===== config.mk =====
export PLATFORM = sky130hd
export DESIGN_NAME = psi_indicator_ctrl
export DESIGN_NICKNAME = d
export VERILOG_FILES = /design/src/rtl/psi_pkg.sv /design/src/rtl/psi_stretch.sv /design/src/rtl/psi_indicator_ctrl.sv
export SDC_FILE = /design/constraint.sdc
export NUM_CORES = 1
export LEC_CHECK = 0
export BUFFER_PORTS_ARGS = -buffer_cell sky130_fd_sc_hd__buf_4
export CELL_PAD_IN_SITES_DETAIL_PLACEMENT = 1
export CELL_PAD_IN_SITES_GLOBAL_PLACEMENT = 2
export CORE_UTILIZATION = 36
export CTS_CLUSTER_SIZE = 40
export DETAILED_ROUTE_END_ITERATION = 7
export PLACE_DENSITY_LB_ADDON = 0.12
export SLEW_MARGIN = 25
export SYNTH_ARGS = -nofsm -noshare
export SYNTH_HDL_FRONTEND = slang
export SYNTH_HIERARCHICAL = 1
export SYNTH_SLANG_ARGS = --single-unit
export TNS_END_PERCENT = 1

===== constraint.sdc =====
create_clock -name clk -period 5.3 [get_ports clk]
set_clock_uncertainty 0.2 [all_clocks]
set_input_delay 1.06 -clock clk [delete_from_list [all_inputs] [get_ports clk]]
set_output_delay 1.06 -clock clk [all_outputs]
set_load 0.1 [all_outputs]

===== src/rtl/psi_pkg.sv =====
// Purpose: Shared constants for the status indicator controller
// Assumes: 125 MHz core clock, word-indexed register map
// Notes: Byte address of a register is four times its index
package psi_pkg;
  // Register indices
  localparam logic [5:0] IDX_FUNC = 6'h16;
  localparam logic [5:0] IDX_TIME = 6'h18;
  localparam logic [5:0] IDX_FORCE = 6'h19;
  localparam logic [5:0] IDX_CAL = 6'h1E;
  localparam logic [5:0] IDX_TARGET = 6'h1F;
  // Reset values
  localparam logic [15:0] FUNC_RST = 16'h0000;
  localparam logic [15:0] TIME_RST = 16'h4200;
  localparam logic [15:0] FORCE_RST = 16'h0000;
  localparam logic [2:0] TARGET_RST = 3'h2;
  // Field positions
  localparam int FUNC_W = 4;
  localparam int RATE_W = 3;
  localparam int FORCE_W = 2;
  localparam int POL_LSB = 12;
  localparam int STR_LSB = 12;
  localparam int BLINK_LSB = 9;
  localparam int CAL_RESTART_BIT = 15;
  localparam int CAL_DONE_BIT = 14;
  localparam int CAL_PU_LSB = 8;
  localparam int CAL_LATCH_BIT = 6;
  localparam int CAL_SEL_BIT = 5;
  localparam int TGT_PU_LSB = 4;
  // Function codes
  localparam logic [3:0] FN_COL = 4'h0;
  localparam logic [3:0] FN_ERR = 4'h1;
  localparam logic [3:0] FN_DPX = 4'h2;
  localparam logic [3:0] FN_DPX_COL = 4'h3;
  localparam logic [3:0] FN_SPEED = 4'h4;
  localparam logic [3:0] FN_LINK = 4'h5;
  localparam logic [3:0] FN_TX = 4'h6;
  localparam logic [3:0] FN_RX = 4'h7;
  localparam logic [3:0] FN_ACT = 4'h8;
  localparam logic [3:0] FN_LINK_RX = 4'h9;
  localparam logic [3:0] FN_LINK_ACT = 4'hA;
  localparam logic [3:0] FN_ACT_BL = 4'hB;
  localparam logic [3:0] FN_TX_BL = 4'hC;
  localparam logic [3:0] FN_RX_BL = 4'hD;
  localparam logic [3:0] FN_IRQ = 4'hE;
  localparam logic [3:0] FN_OFF = 4'hF;
  // Force and rate codes
  localparam logic [1:0] FRC_NORMAL = 2'h0;
  localparam logic [1:0] FRC_BLINK = 2'h1;
  localparam logic [1:0] FRC_OFF = 2'h2;
  localparam logic [1:0] FRC_ON = 2'h3;
  localparam logic [2:0] RATE_10 = 3'h0;
  localparam logic [2:0] RATE_100 = 3'h5;
  // Timing
  localparam int CLK_MHZ = 125;
  localparam int TICK_MS = 21;
  localparam int TICK_CYC_DEF = TICK_MS * 1000 * CLK_MHZ;
  localparam int CAL_SETTLE_NS = 200;
  localparam int CAL_SETTLE_CYC = (CAL_SETTLE_NS * CLK_MHZ + 999) / 1000;
  localparam logic [4:0] CAL_CNT_LOAD = 5'(CAL_SETTLE_CYC - 1);
  localparam logic [4:0] CAL_TRIAL = 5'h10;
  localparam logic [2:0] CAL_TOP_BIT = 3'h4;
  // Stretched event slots
  localparam int EV_COL = 0;
  localparam int EV_ERR = 1;
  localparam int EV_TX = 2;
  localparam int EV_RX = 3;
  localparam int EV_ACT = 4;
  localparam int EV_N = 5;
  typedef enum logic [0:0] {CAL_IDLE, CAL_SETTLE} psi_cal_e;
endpackage


===== src/rtl/psi_stretch.sv =====
// Purpose: Restartable pulse stretcher for one status event
// Assumes: tick is a one-cycle pulse from the shared time base
// Notes: len of zero passes the event through for one cycle
`timescale 1ns/100ps
module psi_stretch (
  // Clock and reset
  input wire logic clk,
  input wire logic rst,
  // Event and timing
  input wire logic trig,
  input wire logic tick,
  input wire logic [6:0] len,
  // Stretched level
  output logic active_q
);
  typedef struct packed {
    logic [6:0] cnt;
    logic act;
  } psi_str_s;
  psi_str_s s_q;
  psi_str_s s_d;

  always_comb begin
    s_d = s_q;
    if (trig) begin
      s_d.cnt = len;
    end else if (tick && s_q.cnt != 7'h00) begin
      s_d.cnt = s_q.cnt - 7'h01;
    end
    s_d.act = trig || s_d.cnt != 7'h00;
  end

  always_ff @(posedge clk) begin
    if (rst) begin
      s_q <= '0;
    end else begin
      s_q <= s_d;
    end
  end

  assign active_q = s_q.act;
endmodule


===== src/rtl/psi_indicator_ctrl.sv =====
// Purpose: Drive three status indicator pins and the MAC pad calibration
// Assumes: Status inputs come from the PHY core on clk; comparator
//   inputs are analog and asynchronous
// Notes: Classic Wishbone slave, 32-bit data, registers in low 16 bits
// Operation
// - Each indicator picks status control or software forcing on its own.
// - Two-bit force field: normal, blink, forced inactive, forced active.
// - With force normal, a four-bit function field selects the status.
// - Codes 0 to 10 pick collision through link-or-activity; codes 8 and 9 stay off on indicator a.
// - Codes 11 to 13 blink activity, transmit, receive; code 15 off.
// - Code 14 shows interrupt on indicator c, blinking collision elsewhere.
// - Speed function qualified per indicator: 10 Mb, 100 Mb or off.
// - Polarity bit per indicator sets the active pin level, in all modes.
// - Short events are stretched by a shared programmable duration.
// - A shared field sets the blink period for every blinking output.
// - Status-driven indicators follow the present PHY state.
// - Pad calibration runs automatically after reset at default target.
// - Software may change the target and restart calibration.
// - Manual pull-up and pull-down strengths may replace the result.
// - Restart bit self-clears then calibration starts; done flag reads.
// - Latch bit loads a manual value into the selected strength.
`timescale 1ns/100ps
module psi_indicator_ctrl import psi_pkg::*; #(
  parameter int TICK_CYC = TICK_CYC_DEF
) (
  // Clock and reset
  input wire logic clk,
  input wire logic rst,
  // Wishbone slave
  input wire logic wb_cyc_i,
  input wire logic wb_stb_i,
  input wire logic wb_we_i,
  input wire logic [7:0] wb_adr_i,
  input wire logic [3:0] wb_sel_i,
  input wire logic [31:0] wb_dat_i,
  output logic wb_ack_o,
  output logic [31:0] wb_dat_o,
  // PHY status
  input wire logic link_up,
  input wire logic speed_100,
  input wire logic full_duplex,
  input wire logic collision_status,
  input wire logic error_event,
  input wire logic tx_event,
  input wire logic rx_event,
  input wire logic irq_status,
  // Indicator pins, c is bit 2
  output logic [2:0] ind_pins,
  // Pad calibration
  input wire logic pu_weak,
  input wire logic pd_weak,
  output logic [4:0] pu_strength,
  output logic [4:0] pd_strength,
  output logic [2:0] pu_target,
  output logic [2:0] pd_target,
  output logic cal_done
);
  typedef struct packed {
    logic [15:0] func;
    logic [15:0] timing;
    logic [15:0] force_pol;
    logic [2:0] pu_tgt;
    logic [2:0] pd_tgt;
    logic ack;
    logic [31:0] rdat;
    logic [21:0] tick_cnt;
    logic [7:0] blink_cnt;
    logic blink_ph;
    logic [2:0] pins;
    psi_cal_e cal_st;
    logic [2:0] cal_bit;
    logic [4:0] cal_cnt;
    logic cal_restart;
    logic cal_sel;
    logic done;
    logic [4:0] pu;
    logic [4:0] pd;
    logic pu_s1;
    logic pu_s2;
    logic pd_s1;
    logic pd_s2;
  } psi_state_s;

  // Pins rest at the inactive level of the reset polarity, not lit
  localparam psi_state_s RST_STATE = '{
    func: FUNC_RST, timing: TIME_RST, force_pol: FORCE_RST,
    pu_tgt: TARGET_RST, pd_tgt: TARGET_RST, ack: 1'b0,
    rdat: 32'h0000_0000, tick_cnt: 22'h0, blink_cnt: 8'h00,
    blink_ph: 1'b0, pins: ~FORCE_RST[POL_LSB +: 3], cal_st: CAL_SETTLE,
    cal_bit: CAL_TOP_BIT, cal_cnt: CAL_CNT_LOAD, cal_restart: 1'b0,
    cal_sel: 1'b0, done: 1'b0, pu: CAL_TRIAL, pd: CAL_TRIAL,
    pu_s1: 1'b0, pu_s2: 1'b0, pd_s1: 1'b0, pd_s2: 1'b0};
  localparam logic [21:0] TICK_LAST = 22'(TICK_CYC - 1);

  psi_state_s s_q;
  psi_state_s s_d;
  logic acc;
  logic wr;
  logic tick;
  logic [5:0] idx;
  logic [15:0] wd;
  logic [EV_N-1:0] ev_trig;
  logic [EV_N-1:0] ev_str;
  logic [6:0] str_len;

  // Byte-lane merge of a write into a 16-bit register
  function automatic logic [15:0] wmerge(input logic [15:0] old,
      input logic [15:0] dat, input logic [1:0] sel);
    wmerge = old;
    if (sel[0]) begin
      wmerge[7:0] = dat[7:0];
    end
    if (sel[1]) begin
      wmerge[15:8] = dat[15:8];
    end
  endfunction

  // Stretch length in ticks; the extra tick covers tick phase
  function automatic logic [6:0] stretch_len(input logic [2:0] code);
    if (code == 3'h0) begin
      stretch_len = 7'h00;
    end else begin
      stretch_len = (7'h01 << (code - 3'h1)) + 7'h01;
    end
  endfunction

  // Status selected by one indicator's function and rate fields
  function automatic logic ind_active(input logic [3:0] fn,
      input logic [2:0] rate, input int unsigned n,
      input logic [EV_N-1:0] st, input logic lnk, input logic spd,
      input logic fdx, input logic irq, input logic ph);
    logic sp;
    sp = 1'b0;
    if (rate == RATE_10) begin
      sp = lnk && !spd;
    end else if (rate == RATE_100) begin
      sp = lnk && spd;
    end
    case (fn)
      FN_COL: ind_active = st[EV_COL];
      FN_ERR: ind_active = st[EV_ERR];
      FN_DPX: ind_active = fdx;
      FN_DPX_COL: ind_active = fdx || st[EV_COL];
      FN_SPEED: ind_active = sp;
      FN_LINK: ind_active = lnk;
      FN_TX: ind_active = st[EV_TX];
      FN_RX: ind_active = st[EV_RX];
      FN_ACT: ind_active = n != 0 && st[EV_ACT];
      FN_LINK_RX: ind_active = n != 0 && (lnk || st[EV_RX]);
      FN_LINK_ACT: ind_active = lnk || st[EV_ACT];
      FN_ACT_BL: ind_active = st[EV_ACT] && ph;
      FN_TX_BL: ind_active = st[EV_TX] && ph;
      FN_RX_BL: ind_active = st[EV_RX] && ph;
      FN_IRQ: ind_active = n == 2 ? irq : st[EV_COL] && ph;
      default: ind_active = 1'b0;
    endcase
  endfunction

  assign acc = wb_cyc_i && wb_stb_i && !s_q.ack;
  assign wr = acc && wb_we_i;
  assign idx = wb_adr_i[7:2];
  assign wd = wb_dat_i[15:0];
  assign tick = s_q.tick_cnt == TICK_LAST;
  assign str_len = stretch_len(s_q.timing[STR_LSB +: 3]);
  assign ev_trig = {tx_event || rx_event, rx_event, tx_event,
    error_event, collision_status};

  // Shared stretch timers, one per event kind
  for (genvar g = 0; g < EV_N; g++) begin : g_str
    psi_stretch u_str (
      .clk(clk),
      .rst(rst),
      .trig(ev_trig[g]),
      .tick(tick),
      .len(str_len),
      .active_q(ev_str[g])
    );
  end

  always_comb begin
    logic a;
    logic [1:0] fsel;
    logic [7:0] half;
    a = 1'b0;
    fsel = FRC_NORMAL;
    half = 8'h01 << s_q.timing[BLINK_LSB +: 3];
    s_d = s_q;
    s_d.ack = acc;
    s_d.pu_s1 = pu_weak;
    s_d.pu_s2 = s_q.pu_s1;
    s_d.pd_s1 = pd_weak;
    s_d.pd_s2 = s_q.pd_s1;

    // Free-running time base and blink phase
    s_d.tick_cnt = tick ? 22'h0 : s_q.tick_cnt + 22'h1;
    if (tick) begin
      if (s_q.blink_cnt >= half - 8'h01) begin
        s_d.blink_cnt = 8'h00;
        s_d.blink_ph = !s_q.blink_ph;
      end else begin
        s_d.blink_cnt = s_q.blink_cnt + 8'h01;
      end
    end

    // Indicator pins, recomputed every cycle from live status
    for (int i = 0; i < 3; i++) begin
      fsel = s_q.force_pol[FORCE_W*i +: FORCE_W];
      case (fsel)
        FRC_NORMAL: a = ind_active(s_q.func[FUNC_W*i +: FUNC_W],
          s_q.timing[RATE_W*i +: RATE_W], i, ev_str, link_up,
          speed_100, full_duplex, irq_status, s_q.blink_ph);
        FRC_BLINK: a = s_q.blink_ph;
        FRC_OFF: a = 1'b0;
        default: a = 1'b1;
      endcase
      s_d.pins[i] = s_q.force_pol[POL_LSB+i] ? a : !a;
    end

    // Successive approximation, both drivers in parallel
    s_d.cal_restart = 1'b0;
    if (s_q.cal_restart) begin
      s_d.cal_st = CAL_SETTLE;
      s_d.cal_bit = CAL_TOP_BIT;
      s_d.cal_cnt = CAL_CNT_LOAD;
      s_d.pu = CAL_TRIAL;
      s_d.pd = CAL_TRIAL;
      s_d.done = 1'b0;
    end else begin
      case (s_q.cal_st)
        CAL_SETTLE: begin
          if (s_q.cal_cnt != 5'h00) begin
            s_d.cal_cnt = s_q.cal_cnt - 5'h01;
          end else begin
            // Strong enough already: drop the trial finger
            if (!s_q.pu_s2) begin
              s_d.pu[s_q.cal_bit] = 1'b0;
            end
            if (!s_q.pd_s2) begin
              s_d.pd[s_q.cal_bit] = 1'b0;
            end
            if (s_q.cal_bit == 3'h0) begin
              s_d.cal_st = CAL_IDLE;
              s_d.done = 1'b1;
            end else begin
              s_d.cal_bit = s_q.cal_bit - 3'h1;
              s_d.pu[s_q.cal_bit - 3'h1] = 1'b1;
              s_d.pd[s_q.cal_bit - 3'h1] = 1'b1;
              s_d.cal_cnt = CAL_CNT_LOAD;
            end
          end
        end
        default: s_d.cal_st = CAL_IDLE;
      endcase
    end

    // Register writes
    if (wr) begin
      if (idx == IDX_FUNC) begin
        s_d.func = wmerge(s_q.func, wd, wb_sel_i[1:0]);
      end else if (idx == IDX_TIME) begin
        s_d.timing = wmerge(s_q.timing, wd, wb_sel_i[1:0]);
      end else if (idx == IDX_FORCE) begin
        s_d.force_pol = wmerge(s_q.force_pol, wd, wb_sel_i[1:0]);
      end else if (idx == IDX_TARGET && wb_sel_i[0]) begin
        s_d.pu_tgt = wd[TGT_PU_LSB +: 3];
        s_d.pd_tgt = wd[2:0];
      end else if (idx == IDX_CAL) begin
        if (wb_sel_i[1]) begin
          s_d.cal_restart = wd[CAL_RESTART_BIT];
        end
        if (wb_sel_i[0]) begin
          s_d.cal_sel = wd[CAL_SEL_BIT];
        end
        // Manual latch aborts any calibration in flight
        if (wb_sel_i[0] && wd[CAL_LATCH_BIT] && !s_d.cal_restart) begin
          s_d.cal_st = CAL_IDLE;
          s_d.done = 1'b1;
          if (wd[CAL_SEL_BIT]) begin
            s_d.pu = wd[CAL_PU_LSB +: 5];
          end else begin
            s_d.pd = wd[4:0];
          end
        end
      end
    end

    // Register reads; unmapped reads return zero
    if (acc && !wb_we_i) begin
      s_d.rdat = 32'h0000_0000;
      if (idx == IDX_FUNC) begin
        s_d.rdat[15:0] = s_q.func;
      end else if (idx == IDX_TIME) begin
        s_d.rdat[15:0] = s_q.timing;
      end else if (idx == IDX_FORCE) begin
        s_d.rdat[15:0] = s_q.force_pol;
      end else if (idx == IDX_TARGET) begin
        s_d.rdat[TGT_PU_LSB +: 3] = s_q.pu_tgt;
        s_d.rdat[2:0] = s_q.pd_tgt;
      end else if (idx == IDX_CAL) begin
        s_d.rdat[CAL_RESTART_BIT] = s_q.cal_restart;
        s_d.rdat[CAL_DONE_BIT] = s_q.done;
        s_d.rdat[CAL_PU_LSB +: 5] = s_q.pu;
        s_d.rdat[CAL_SEL_BIT] = s_q.cal_sel;
        s_d.rdat[4:0] = s_q.pd;
      end
    end
  end

  always_ff @(posedge clk) begin
    if (rst) begin
      s_q <= RST_STATE;
    end else begin
      s_q <= s_d;
    end
  end

  assign wb_ack_o = s_q.ack;
  assign wb_dat_o = s_q.rdat;
  assign ind_pins = s_q.pins;
  assign pu_strength = s_q.pu;
  assign pd_strength = s_q.pd;
  assign pu_target = s_q.pu_tgt;
  assign pd_target = s_q.pd_tgt;
  assign cal_done = s_q.done;
endmodule


Yosys cells after proc, flatten, opt, wreduce, memory -nomap -nowiden --
Index checks and enable logic that the tools add are counted.
Storage, ports and cells: word-level logic and storage cells 287, input bits 59, bits in registers 171, output and inout port bits 53
Operators by class: add/subtract/negate cells 12, shift-type cells 2, equality and inequality tests 56, mux-type cells 90, order comparisons 5, reduce and logical (&&, ||, !) cells 73, bitwise logic cells 13
Operators by type and width (number):
- $mux W11 | 10
- $mux W7 | 12
- $eq A4 B4 Y1 const B | 19
- $mux W5 | 14
- $reduce_bool A7 Y1 | 10
- $eq A4 B3 Y1 const B | 12
- $sub A7 B1 Y7 const B | 5
- $mux W1 | 32
- $mux W16 | 2
- $eq A6 B5 Y1 const B | 5
- $pmux W1 S15 | 2
- $eq A4 B2 Y1 const B | 6
- $mux W8 | 3
- $add A22 B1 Y22 const B | 1
- $eq A22 B22 Y1 const B | 1
- $logic_and A1 B1 Y1 | 20
- $logic_not A3 Y1 | 5
- $reduce_and A5 Y1 | 3
- $pmux W1 S13 | 1
- $eq A4 B1 Y1 const B | 3
- $logic_not A4 Y1 | 3
- $and A5 B5 Y5 | 2
- $mux W10 | 1
- $or A5 B5 Y5 | 2
- 33 further kinds | 77

Logic depth before layout (Yosys ltp) --
depth after elaboration 23, mapped depth 9, mapped depth without buffers 9

Cells and area by module --
The synthesis kept the hierarchy.
By module, submodules not included:
- psi_indicator_ctrl | area each 7065.5 µm², instances 1, cells each 850, seq. area each 2622.5 µm²
- psi_stretch | area each 504.2 µm², instances 5, cells each 55, seq. area each 160.2 µm²

Worst setup path before layout --
No wires, ideal clock.
path type register to register, from register s_q[38] (netlist bit), to register g_str[0].u_str.s_q (netlist bit g_str[0].u_str/active_q), cell stages (with the launch flop) 10, period minus slack after synthesis 3.694 ns, required time 4.973 ns, data arrival time 3.367 ns, slack 1.606 ns, path through dfxtp_1 -> ha_1 -> nand4_2 -> or4_4 -> nor4_4 -> or4b_4 -> a211oi_1 -> xor2_1 -> o21a_1 -> or3_1
Between the ends: longest elaborated chain between the ends 6
RTL lines:
- start: declaration | line psi_indicator_ctrl.sv:95 | psi_state_s s_q;
- start signal: assignment | line psi_indicator_ctrl.sv:311 | s_q <= RST_STATE;
- start signal: assignment | line psi_indicator_ctrl.sv:313 | s_q <= s_d;
- $eq A22 B22 Y1 | line psi_indicator_ctrl.sv:163 | assign tick = s_q.tick_cnt == TICK_LAST;
- via tick | line psi_indicator_ctrl.sv:99 | logic tick;
- $logic_and A1 B1 Y1 | line psi_stretch.sv:27 | end else if (tick && s_q.cnt != 7'h00) begin
- $mux W7 | line psi_stretch.sv:27
- $mux W7 | line psi_stretch.sv:25 | if (trig) begin
- $reduce_bool A7 Y1 | line psi_stretch.sv:30 | s_d.act = trig || s_d.cnt != 7'h00;
- $logic_or A1 B1 Y1 | line psi_stretch.sv:30
- end signal: assignment | line psi_stretch.sv:35 | s_q <= '0;
- end signal: assignment | line psi_stretch.sv:37 | s_q <= s_d;
- end: declaration | line psi_stretch.sv:20 | psi_str_s s_q;
The timed path passes the listed nets, and every way through them passes these cells. A chain may end at the register's enable or synchronous reset.

Worst setup path after layout --
from register s_q[38] (netlist bit), to register g_str[2].u_str.s_q (netlist bit g_str[2].u_str/active_q)
Between the ends: longest elaborated chain between the ends 6
RTL lines (line):
- $eq A22 B22 Y1 | psi_indicator_ctrl.sv:163
- via tick | psi_indicator_ctrl.sv:99
- $logic_and A1 B1 Y1 | psi_stretch.sv:27
- $mux W7 | psi_stretch.sv:27
- $mux W7 | psi_stretch.sv:25
- $reduce_bool A7 Y1 | psi_stretch.sv:30
- $logic_or A1 B1 Y1 | psi_stretch.sv:30
- end signal: assignment | psi_stretch.sv:35
- end signal: assignment | psi_stretch.sv:37
- end: declaration | psi_stretch.sv:20
The timed path passes the listed nets, and every way through them passes these cells.

==> run summary <==
First DRT Iteration DRCs - 400
Pleak - 4.09 nW
Final setup fails - 0
Worst-path clk slew - 0.07 ns
Sequential share of the synthesized area - 0.357
Post-route ant nets - 0
Critical Path Fanout Max - 31
Most common library cells after synthesis - dfxtp_1 (171), nor2_1 (132), nand2_1 (88)
Remaining global-route overflow - 0
Vias - 8,144
Clock root buffer - clkbuf_16
DIE HEIGHT - 165 um
Clock sink count - 171
Fmax - 0.273 GHz
TritonCTS clock tree - yes
GRT Overall Usage - 0.213
Drt pass-1 iters - 6
Setup slack, reg-to-reg - 1.64 ns
Number of synthesized flops with an enable pin - 0
Top-count cell post-synth - dfxtp_1
RR Startpoint - s_q[38]$_SDFF_PP0_
Vias in the first global route - 8,065
PD cells - 278 mW/mm^2
Post-DR wirelength/cell - 19.1 um
H-Tree Depth - 4
Worst hold path type - flop to flop
CTS Hold Buffers Added - 0
Peak VDD IR - 206 uV
Core footprint - 0.0261 sq mm
Die ar. - 0.0273 sq mm
Most used DFF post-synth - dfxtp_1
RSZ-0062 raised after global routing - false
CTS buffer count - 17
First-pass GRT wire length - 44.8 mm
Max-cap violations - 0
Syn avg cell area - 8.52 sq um
Max-slew violations - 0
Synth top area cells - dfxtp_1 (36%), mux2i_1 (6.0%), nor2_1 (5.2%)
CP Launch Type - flop
Largest net degree at the start of global routing - 53
Buffer and inverter count on the worst path - 1
Post-route minimum period - 3.66 ns
Sum of negative setup slack - 0 ns
CTS max path bufs - 2
Hold Vio Cnt, Final - 0
Hold_sp - s_d[2]$_SDFF_PP0_
Tcrit/Tclk final - 0.691
Critical path's slowest cell - or4b_4
Slew headroom - 0.355
DP Wirelength - 20.7 mm
Final Wtd Congestion - 0.804
Total Wirelength - 28.6 mm
Share of cells above drive strength 1 - 0.144
Synthesized cell area - 0.00959 sq mm
Reg-to-reg endpoint - g_str[2].u_str/active_q$_SDFF_PP0_
Worst Setup End Kind - flop
Worst r2r path cells - 10
Final net count - 1,230
Clk_lat worst skew - 0.44 ns
Critical Path Stages - 10
Drt via density - 5.45
Syn-to-layout area delta - 12.0%
Async SR Flop Fraction - 0
Crit path largest cell delay - 0.53 ns
CP endpoint - g_str[2].u_str/active_q$_SDFF_PP0_
Crit path cell chain - ha_1, nand4_2, or4_4, nor4_4, buf_4, or4b_4, a211oi_1, xor2_1, o21a_1, or3_1
CP arrival - 3.75 ns
Critical Path Start - s_q[38]$_SDFF_PP0_
Buffer count from post-CTS setup fixing - 0
Post_cts resized - 0
Yosys top cell by area - dfxtp_1
Crit path required time - 5.39 ns
Worst slew pin tran - 0.967 ns
Synthesized netlist cell count - 1,125
Power, Total - 0.00298 W
Chip width - 165 um
Yosys warning total - 6
Area share of the largest cell type after synthesis - 0.357
Top Ports - 112
Synthesized flop and latch total - 171
Starting Density - 0.368
Family with the most delay on the worst path - simple AND/OR/NAND/NOR gates
Distinct cells, synth - 79
Port Buffer Count - 75
# rows - 59
DRC errors left - 0
Status - complete, no violations
Worst setup path category - flop to flop
Initial antenna violation count - 1
[layer usage]
| metal | vias to the layer above | track usage | part of all wire | wire length (um) |
|---|---|---|---|---|
| met3 | 24 | 0.0335 | 0.036 | 1030 |
| met5 | - | 0 | 0 | 0 |
| li1 | 4013 | - | - | - |
| met1 | 3962 | 0.277 | 0.47 | 13500 |
| met2 | 145 | 0.365 | 0.48 | 13700 |
| met4 | 0 | 0.0534 | 0.014 | 397 |
[metrics by stage]
stage / worst slack [ns] / area (sq um) / hold slack [ns] / std cells / utilization
final: 1.64 / 10700 / 0.248 / 1495 / 0.412
after global routing: 1.48 / 10700 / 0.261 / 1493 / 0.412
after CTS: 1.64 / 10700 / 0.250 / 1493 / 0.412
after detailed placement: 1.67 / 10100 / 0.232 / 1462 / 0.389
after global placement: 1.67 / 10100 / 0.217 / 1462 / 0.389
after floorplan: 1.61 / 9640 / 0.214 / 1140 / -
[cell usage in the layout, fill, tap and decap left out, types with 9 or more instances in the layout]
cell | synthesis | final
a211o_1 | 14 | 14
a211oi_1 | 11 | 11
a21oi_1 | 69 | 69
a221oi_1 | 17 | 17
and3_1 | 11 | 11
buf_4 | 53 | 82
clkbuf_16 | 0 | 17
conb_1 | 2 | 17
dfxtp_1 | 171 | 171
ha_1 | 25 | 25
inv_1 | 40 | 40
mux2i_1 | 57 | 57
nand2_1 | 88 | 88
nand2b_1 | 15 | 15
nand3_1 | 48 | 48
nor2_1 | 132 | 132
nor2b_1 | 13 | 13
nor3_1 | 23 | 23
o21a_1 | 15 | 15
o21ai_0 | 27 | 27
or2_2 | 9 | 9
or3_1 | 23 | 23
xnor2_1 | 20 | 20
xor2_1 | 21 | 21
[power breakdown]
part / total [W] / internal, W / switching [W]
Combinational: 0.000322 / 0.000102 / 0.000220
Clock: 0.00131 / 0.000713 / 0.000595
Sequential: 0.00135 / 0.00132 / 0.0000380
Total: 0.00298 / 0.00213 / 0.000853
[flip-flops by register name, summed over array words and instances (netlist names)]
register and cells:
pu_strength 5, s_q 92, cal_done 1, pd_strength 5
g_str.u_str/active_q 5, pd_target 3, ind_pins 3, wb_ack_o 1
pu_target 3, g_str.u_str/s_q 35, wb_dat_o 16, s_d 2
[worst min path at each step]
stage,to,slack [ns],cells past startpoint
after floorplan,s_q[0]$_SDFF_PP0_,0.21,1
after global placement,s_q[0]$_SDFF_PP0_,0.22,1
after detailed placement,s_q[2]$_SDFF_PP0_,0.23,1
after CTS,s_q[2]$_SDFF_PP0_,0.25,1
after global routing,s_q[38]$_SDFF_PP0_,0.26,1
final,s_q[2]$_SDFF_PP0_,0.25,1
[cell type report]
type	instances	area [sq um]
fill	3113	15300
multi-input combinational	823	5490
sequential	171	3420
timing repair buffer	82	616
clock buffer	17	425
tap	335	419
inverter	51	191
clock inverter	14	170
antenna	2	5.00
[kinds of logic after synthesis]
| group | share of synthesized area |
|---|---|
| AO/OA/AOI/OAI | 0.178 |
| XOR/XNOR | 0.0375 |
| adder cells (fa/ha/maj) | 0.0326 |
| buffers and inverters | 0.0787 |
| flip-flops | 0.357 |
| multiplexers | 0.0713 |
| other | 0.000783 |
| AND/OR/NAND/NOR | 0.244 |
No activity file was read; power rests on OpenSTA's default activity.
